### src/hw/cgd_consts.vh
// Constants of the clock gate and divider block: register offsets,
// field positions, reset values and boot decode codes.
// Assumes a 16-bit APB byte address and 32-bit data.
`ifndef CGD_CONSTS_VH
`define CGD_CONSTS_VH

// ==============================================================
// Register byte offsets
`define CGD_ADDR_W 16
`define CGD_OFS_GATE 16'h1040
`define CGD_OFS_DIV 16'h1044
`define CGD_OFS_STAT 16'h1080

// ==============================================================
// Register selects returned by the address decode
`define CGD_SEL_NONE 2'h0
`define CGD_SEL_GATE 2'h1
`define CGD_SEL_DIV 2'h2
`define CGD_SEL_STAT 2'h3

// ==============================================================
// Field positions
`define CGD_DMA_BIT 8
`define CGD_CORE_MSB 31
`define CGD_CORE_LSB 28
`define CGD_BUS_MSB 18
`define CGD_BUS_LSB 16
`define CGD_ST_CORE_MSB 3
`define CGD_ST_CORE_LSB 0
`define CGD_ST_BUS_MSB 6
`define CGD_ST_BUS_LSB 4
`define CGD_ST_LPRUN_BIT 8
`define CGD_ST_DROP_BIT 9

// ==============================================================
// Reset values and boot decode
`define CGD_DMA_RST 1'h1
`define CGD_BUS_RST 3'h1
`define CGD_CORE_DIV1 4'h0
`define CGD_CORE_DIV2 4'h1
`define CGD_CORE_DIV4 4'h3
`define CGD_CORE_DIV8 4'h7
`define CGD_BOOT_DIV8 2'h0
`define CGD_BOOT_DIV4 2'h1
`define CGD_BOOT_DIV2 2'h2
`define CGD_ZERO32 32'h00000000

`endif

### src/hw/cgd_top.v
// Clock gate and divider block: DMA clock gate register, core and
// bus/flash divider register, status register, APB slave.
// Assumes the mode and boot inputs come from logic on clock.
//
// Behaviour
// - Bit 8 of the gate register runs the DMA clock when 1 and stops it when 0.
// - Reserved bits of both registers are read-only and read as zero.
// - Writes to the divider register are ignored in very-low-power run.
// - At the end of reset the core field loads 0000, 0001, 0011 or 0111 from the boot bits.
// - The core clock divides by the core field plus one, ratios 1 to 16.
// - The bus/flash clock further divides by its field plus one, reset 001.
`timescale 1ns/1ps
`include "cgd_consts.vh"
`default_nettype none

module cgd_top
(
	// Clock and reset
	input wire clock,
	input wire resetn,
	// APB slave
	input wire psel,
	input wire penable,
	input wire pwrite,
	input wire [`CGD_ADDR_W-1:0] paddr,
	input wire [31:0] pwdata,
	output reg [31:0] prdata,
	output wire pready,
	output reg pslverr,
	// Power mode and boot option
	input wire very_low_power_run,
	input wire [1:0] low_power_boot_option,
	// DMA clock
	output wire dma_clock,
	output wire dma_clock_enable,
	// Divided clocks
	output reg core_clock_tick,
	output reg core_clock_phase,
	output reg bus_flash_clock_tick,
	output reg bus_flash_clock_phase,
	// Divider fields in use
	output wire [3:0] core_clock_divide_field,
	output wire [2:0] bus_flash_divide_field
);

// ==============================================================
// Decode functions
function [1:0] reg_select;
	input [`CGD_ADDR_W-1:0] addr;
	begin
		case (addr)
			`CGD_OFS_GATE: reg_select = `CGD_SEL_GATE;
			`CGD_OFS_DIV: reg_select = `CGD_SEL_DIV;
			`CGD_OFS_STAT: reg_select = `CGD_SEL_STAT;
			default: reg_select = `CGD_SEL_NONE;
		endcase
	end
endfunction

function [3:0] boot_core_code;
	input [1:0] boot;
	begin
		case (boot)
			`CGD_BOOT_DIV8: boot_core_code = `CGD_CORE_DIV8;
			`CGD_BOOT_DIV4: boot_core_code = `CGD_CORE_DIV4;
			`CGD_BOOT_DIV2: boot_core_code = `CGD_CORE_DIV2;
			default: boot_core_code = `CGD_CORE_DIV1;
		endcase
	end
endfunction

// ==============================================================
// Registers
reg dma_en_q;
reg [3:0] core_field_q;
reg [2:0] bus_field_q;
reg drop_q;
reg [3:0] core_ratio_q;
reg [3:0] core_cnt_q;
reg [3:0] core_cnt_d;
reg [2:0] bus_ratio_q;
reg [2:0] bus_cnt_q;
reg [2:0] bus_cnt_d;
reg [31:0] rdata_d;

wire setup_phase;
wire access_write;
wire [1:0] setup_sel;
wire [1:0] access_sel;
wire div_write;
wire div_write_ok;
wire drop_clear;
wire core_wrap;
wire bus_wrap;
reg [31:0] gate_rd;
reg [31:0] div_rd;
reg [31:0] stat_rd;
wire [4:0] core_half;
wire [3:0] bus_half;

// ==============================================================
// APB phases
assign setup_phase = psel & ~penable;
assign pready = psel & penable;
assign access_write = pready & pwrite;
assign setup_sel = reg_select(paddr);
assign access_sel = reg_select(paddr);

assign div_write = access_write & (access_sel == `CGD_SEL_DIV);
assign div_write_ok = div_write & ~very_low_power_run;
assign drop_clear = access_write & (access_sel == `CGD_SEL_STAT) & pwdata[`CGD_ST_DROP_BIT];

// ==============================================================
// Read views, reserved bits zero
always @*
begin
	gate_rd = `CGD_ZERO32;
	gate_rd[`CGD_DMA_BIT] = dma_en_q;
end

// Divider view, written fields only
always @*
begin
	div_rd = `CGD_ZERO32;
	div_rd[`CGD_CORE_MSB:`CGD_CORE_LSB] = core_field_q;
	div_rd[`CGD_BUS_MSB:`CGD_BUS_LSB] = bus_field_q;
end

// Status view: ratios in use, mode, dropped-write flag
always @*
begin
	stat_rd = `CGD_ZERO32;
	stat_rd[`CGD_ST_CORE_MSB:`CGD_ST_CORE_LSB] = core_ratio_q;
	stat_rd[`CGD_ST_BUS_MSB:`CGD_ST_BUS_LSB] = bus_ratio_q;
	stat_rd[`CGD_ST_LPRUN_BIT] = very_low_power_run;
	stat_rd[`CGD_ST_DROP_BIT] = drop_q;
end

always @*
begin
	case (setup_sel)
		`CGD_SEL_GATE: rdata_d = gate_rd;
		`CGD_SEL_DIV: rdata_d = div_rd;
		`CGD_SEL_STAT: rdata_d = stat_rd;
		default: rdata_d = `CGD_ZERO32;
	endcase
end

// Read data and error captured in setup, shown in access
always @(posedge clock)
begin
	if (!resetn)
	begin
		prdata <= `CGD_ZERO32;
		pslverr <= 1'b0;
	end
	else if (setup_phase)
	begin
		prdata <= pwrite ? `CGD_ZERO32 : rdata_d;
		pslverr <= (setup_sel == `CGD_SEL_NONE);
	end
end

// ==============================================================
// Gate register
always @(posedge clock)
begin
	if (!resetn)
	begin
		dma_en_q <= `CGD_DMA_RST;
	end
	else if (access_write && access_sel == `CGD_SEL_GATE)
	begin
		dma_en_q <= pwdata[`CGD_DMA_BIT];
	end
end

assign dma_clock_enable = dma_en_q;

cgd_clock_gate u_dma_gate
(
	.clk_in(clock),
	.enable(dma_en_q),
	.clk_out(dma_clock)
);

// ==============================================================
// Divider register
always @(posedge clock)
begin
	if (!resetn)
	begin
		core_field_q <= boot_core_code(low_power_boot_option);
		bus_field_q <= `CGD_BUS_RST;
	end
	else if (div_write_ok)
	begin
		core_field_q <= pwdata[`CGD_CORE_MSB:`CGD_CORE_LSB];
		bus_field_q <= pwdata[`CGD_BUS_MSB:`CGD_BUS_LSB];
	end
end

// Dropped-write flag, set wins over clear
always @(posedge clock)
begin
	if (!resetn)
	begin
		drop_q <= 1'b0;
	end
	else if (div_write && very_low_power_run)
	begin
		drop_q <= 1'b1;
	end
	else if (drop_clear)
	begin
		drop_q <= 1'b0;
	end
end

// ==============================================================
// Core divider, new ratio taken at wrap
assign core_wrap = (core_cnt_q == core_ratio_q);

always @*
begin
	if (core_wrap)
	begin
		core_cnt_d = 4'h0;
	end
	else
	begin
		core_cnt_d = core_cnt_q + 4'h1;
	end
end

// Phase high over the first half of the period
assign core_half = {1'b0, core_ratio_q} + 5'h01;

always @(posedge clock)
begin
	if (!resetn)
	begin
		core_cnt_q <= 4'h0;
		core_ratio_q <= boot_core_code(low_power_boot_option);
		core_clock_tick <= 1'b0;
		core_clock_phase <= 1'b0;
	end
	else
	begin
		core_cnt_q <= core_cnt_d;
		core_clock_tick <= core_wrap;
		core_clock_phase <= ({core_cnt_d, 1'b0} < core_half);
		if (core_wrap)
		begin
			core_ratio_q <= core_field_q;
		end
	end
end

assign core_clock_divide_field = core_ratio_q;

// ==============================================================
// Bus/flash divider, counts core periods
assign bus_wrap = core_wrap & (bus_cnt_q == bus_ratio_q);

always @*
begin
	if (!core_wrap)
	begin
		bus_cnt_d = bus_cnt_q;
	end
	else if (bus_wrap)
	begin
		bus_cnt_d = 3'h0;
	end
	else
	begin
		bus_cnt_d = bus_cnt_q + 3'h1;
	end
end

assign bus_half = {1'b0, bus_ratio_q} + 4'h1;

always @(posedge clock)
begin
	if (!resetn)
	begin
		bus_cnt_q <= 3'h0;
		bus_ratio_q <= `CGD_BUS_RST;
		bus_flash_clock_tick <= 1'b0;
		bus_flash_clock_phase <= 1'b0;
	end
	else
	begin
		bus_cnt_q <= bus_cnt_d;
		bus_flash_clock_tick <= bus_wrap;
		bus_flash_clock_phase <= ({bus_cnt_d, 1'b0} < bus_half);
		if (bus_wrap)
		begin
			bus_ratio_q <= bus_field_q;
		end
	end
end

assign bus_flash_divide_field = bus_ratio_q;

endmodule
`default_nettype wire

### src/hw/cgd_clock_gate.v
// Glitch-free clock gating cell for the DMA engine clock.
// Assumes the enable changes only on the rising edge of clk_in.
`timescale 1ns/1ps
`default_nettype none

module cgd_clock_gate
(
	// Clock in
	input wire clk_in,
	// Gate control
	input wire enable,
	// Gated clock out
	output wire clk_out
);

// ==============================================================
// Enable taken on the falling edge, held while the clock is high
reg enable_q;

always @(negedge clk_in)
begin
	enable_q <= enable;
end

// Held enable cannot change while clk_in is high
assign clk_out = clk_in & enable_q;

endmodule
`default_nettype wire

### config.mk
export PLATFORM = sky130hd
export DESIGN_NAME = cgd_top
export DESIGN_NICKNAME = d
export VERILOG_FILES = /design/src/hw/cgd_top.v /design/src/hw/cgd_clock_gate.v
export VERILOG_INCLUDE_DIRS = /design/src /design/src/hw
export SDC_FILE = /design/constraint.sdc
export NUM_CORES = 1
export LEC_CHECK = 0
export BUFFER_PORTS_ARGS = -buffer_cell sky130_fd_sc_hd__buf_2
export CAP_MARGIN = 10
export CORE_ASPECT_RATIO = 0.8
export CORE_MARGIN = 8
export CORE_UTILIZATION = 25
export CTS_CLUSTER_SIZE = 14
export DETAILED_ROUTE_END_ITERATION = 7
export PLACE_DENSITY = 0.48
export RECOVER_POWER = 100
export SYNTH_ARGS = -nofsm -noshare
export SYNTH_HDL_FRONTEND = slang
export SYNTH_HIERARCHICAL = 1
export SYNTH_SLANG_ARGS = --single-unit
### constraint.sdc
create_clock -name clock -period 5.4 [get_ports clock]
set_clock_uncertainty 0.15 [all_clocks]
set_input_delay 1.08 -clock clock [delete_from_list [all_inputs] [get_ports clock]]
set_output_delay 1.08 -clock clock [all_outputs]
set_load 0.02 [all_outputs]
[After elaboration in Yosys (flattened, before gate mapping)]
Cells that the tools add are included.
Storage, ports and cells
  register bits: 61
  logic and storage cells: 62
  output and inout bits: 47
  input bits: 56
Cells by class
  equal/unequal tests: 12
  add/subtract/negate cells: 4
  mux-type cells: 13
  bitwise operators: 11
  reduce and logical (&&, ||, !) cells: 5
  $lt $le $gt $ge: 2
Operator list (number)
  case mux 32 bit (3 select lines): 1
  equality test 16 x 13 -> 1 bit, second input constant: 3
  2-to-1 mux 32 bit: 1
  2-to-1 mux 4 bit: 5
  bitwise AND 1 bit: 9
  case mux 3 bit (3 select lines): 1
  equality test 2 bit, second input constant: 3
  2-to-1 mux 3 bit: 2
  case mux 2 bit (3 select lines): 1
  adder 4 x 1 -> 5 bit, second input constant: 1
  < comparator 5 bit: 1
  adder 3 x 1 -> 4 bit, second input constant: 1
  adder 4 x 1 -> 4 bit, second input constant: 1
  equality test 2 x 1 -> 1 bit, second input constant: 2
  equality test 4 bit: 1
  logical NOT 2 bit: 2
  < comparator 4 bit: 1
  inequality test 2 x 1 -> 1 bit, second input constant: 2
  adder 3 x 1 -> 3 bit, second input constant: 1
  equality test 3 bit: 1
  logical AND 1 bit: 2
  2-to-1 mux 1 bit: 2
  inverter 1 bit: 2
  nonzero test 2 bit: 1

[Depth between registers and ports, before layout]
  depth in word-level cells: 7
  mapped depth: 9
  mapped depth without buffers: 8

[By module]
The synthesis kept the hierarchy.
By module, submodules not included
  cgd_top: sequential area each 960.9 µm², cells an instance 234, instances 1, area each 2275.9 µm²
  cgd_clock_gate: sequential area each 20.0 µm², cells an instance 3, instances 1, area each 30.0 µm²

==> metrics <==
worst slack at placement 0.936 ns; async set-reset flop share out of synthesis 0%; failing checks capacitance limit, slew limit; Max Cap Violations 1; Final Slew Violations 9; post-synthesis sequential area ratio 42.5%; Final GP Congestion 0.785; Setup CP Type flop to primary output; final worst slack 0.368 ns; Area contributors post-synth dfxtp_1, edfxtp_1, buf_4; Critical Path AT 3.80 ns; Cell Area, Synth 2310 sq um; Max VDD drop 0.193 mV; Worst-path clk slew 0.06 ns; r2r startpoint dma_clock_enable$_SDFFE_PN1P_; slew margin rel. -21.4%; CTS tree built; ratio of cells with drive above 1 in the final layout 18.6%; cell taking the most area after synthesis dfxtp_1; global-route wire length before repair 9.92 mm; Synth-to-Final Area Change 21.4%; row count 31; die area 12,600 sq um; CTS resizes 0; Reg-to-Reg End u_dma_gate/enable_q$_DFF_N_; Final Setup Violations 0; most common cell after layout, fill and taps aside dfxtp_1; drt total wl 6.30 mm; initial core utilization 25.6%; worst min path class flop to flop; syn avg cell area 9.73 sq um; initial antenna violation count 0; Worst Reg-to-Reg Cells 0; Yosys reg bits 45; P_leak 1.14 nW; routed vias 1,903; grt ovf 0; cts hold-fix bufs 0; hold path endpoint pslverr$_SDFFE_PN0P_; EDFF count, synth 8; DRC errors left 0; post-route ant nets 0; first drt pass iteration count 4; Post-Syn Instances 237; Setup TNS Final 0 ns; Final nets 365; placed wire-length estimate 4.85 mm; IO buf count 63; Tightest Pin Transition 1.80 ns; vias in the first global route 1,909; Syn. warnings 6; core area 9000 sq um; PwrDens 333 nW/um^2; Final Hold Fails 0; outcome finished with violations; # fillers 970; GRT Total Usage 10.6%; maximum fanout along the worst path 1; hold path startpoint pslverr$_SDFFE_PN0P_; Die Span X 123 um; Distinct cells, synth 50; internal reg-to-reg setup slack 2.19 ns; Yosys top cell area share 32.1%; worst skew pair latency 0.40 ns; hold path depth 2; Most used DFF post-synth dfxtp_1; Avg Vias per Cell 4.57; wire length per cell 15.1 um; most frequent cells in the layout dfxtp_1, clkbuf_1, buf_2; largest net degree at the start of global routing 33; diodes inserted 0; CP Capture Type primary output; Critical Path Start Type flop; Die H 102 um; RSZ-0062 raised after global routing no; Ports 103; drt initial violations 96; CP Data Required Time 4.17 ns; post-CTS setup buffers 0
layout make-up:
cell class,instances,area (sq um),share of cell area (%)
Inverter,9,33.8,1.21
Clock inverter,3,13.8,0.492
Tap cell,115,144,5.14
Timing Repair Buffer,62,270,9.65
Multi-Input combinational cell,172,1150,41.1
Clock buffer,10,208,7.42
Sequential cell,45,981,35.0
synthesized netlist by cell type (all sizes together) (3+ instances only):
| library cell | count |
|---|---|
| nor2 | 13 |
| a22o | 7 |
| nor4 | 5 |
| nand2 | 21 |
| clkbuf | 8 |
| and3 | 6 |
| inv | 10 |
| dfxtp | 37 |
| buf | 17 |
| ha | 9 |
| o21ai | 8 |
| nand4 | 4 |
| a21o | 4 |
| nand2b | 5 |
| o31ai | 4 |
| nor3 | 4 |
| nand3 | 14 |
| edfxtp | 8 |
| xnor2 | 9 |
| or3 | 3 |
| xor2 | 3 |
| a21oi | 6 |
| and2 | 5 |
| mux2i | 5 |
critical path: stages (launching register included):
cell and delay, ns:
dfxtp_1 0.29, and2_1 0.10, clkbuf_1 0.23
through the flow:
step	power (W)	instances	util [%]	cell area, sq um	hold WS, ns
CTS	0.000949	416	31.9	2870	0.308
detailed placement	0.000541	405	29.6	2660	0.293
global placement	0.000536	405	29.6	2660	0.285
floorplan	0.000496	252	-	2360	0.302
global route	0.000983	416	31.1	2800	0.332
finish	0.000932	416	31.1	2800	0.307
how the worst max path moves through the flow:
| stage | startpoint | to |
|---|---|---|
| after floorplan | u_dma_gate/enable_q$_DFF_N_ | dma_clock |
| after global placement | u_dma_gate/enable_q$_DFF_N_ | dma_clock |
| after detailed placement | u_dma_gate/enable_q$_DFF_N_ | dma_clock |
| after CTS | u_dma_gate/enable_q$_DFF_N_ | dma_clock |
| after global routing | u_dma_gate/enable_q$_DFF_N_ | dma_clock |
| final | u_dma_gate/enable_q$_DFF_N_ | dma_clock |
flip-flops by register name, indices dropped and copies added (netlist names), 3 cells and up:
name	flops
bus_cnt_q	3
bus_field_q	3
bus_flash_divide_field	3
core_clock_divide_field	4
core_cnt_q	4
core_field_q	4
prdata	16
routing by layer:
metal | routed length (um) | global-route usage, % | vias up
met2 | 2710 | 15.4 | 50
met5 | 0 | 0 | -
met3 | 494 | 5.02 | 7
met1 | 3010 | 13.0 | 894
li1 | - | - | 952
met4 | 81 | 4.80 | 0
logic make-up (layout without fill, tap and decap cells):
kind of cell,Yosys count,in the layout,share of synthesized area (%)
buf+inv,35,84,8.63
mux,5,5,2.17
compound gates,39,39,12.3
xor+xnor,12,12,4.56
fa+ha+maj,9,9,4.88
flops,45,45,42.5
simple gates,91,91,24.7
other cells,1,16,0.163
power breakdown:
part | leakage (nW) | total, W | internal, W | switching, W
Clock | 0.113 | 0.000427 | 0.000272 | 0.000155
Sequential | 0.379 | 0.000375 | 0.000359 | 0.0000159
Combinational | 0.646 | 0.000130 | 0.0000477 | 0.0000826
Total | 1.14 | 0.000932 | 0.000679 | 0.000254
(Power assumes the default switching activity.)
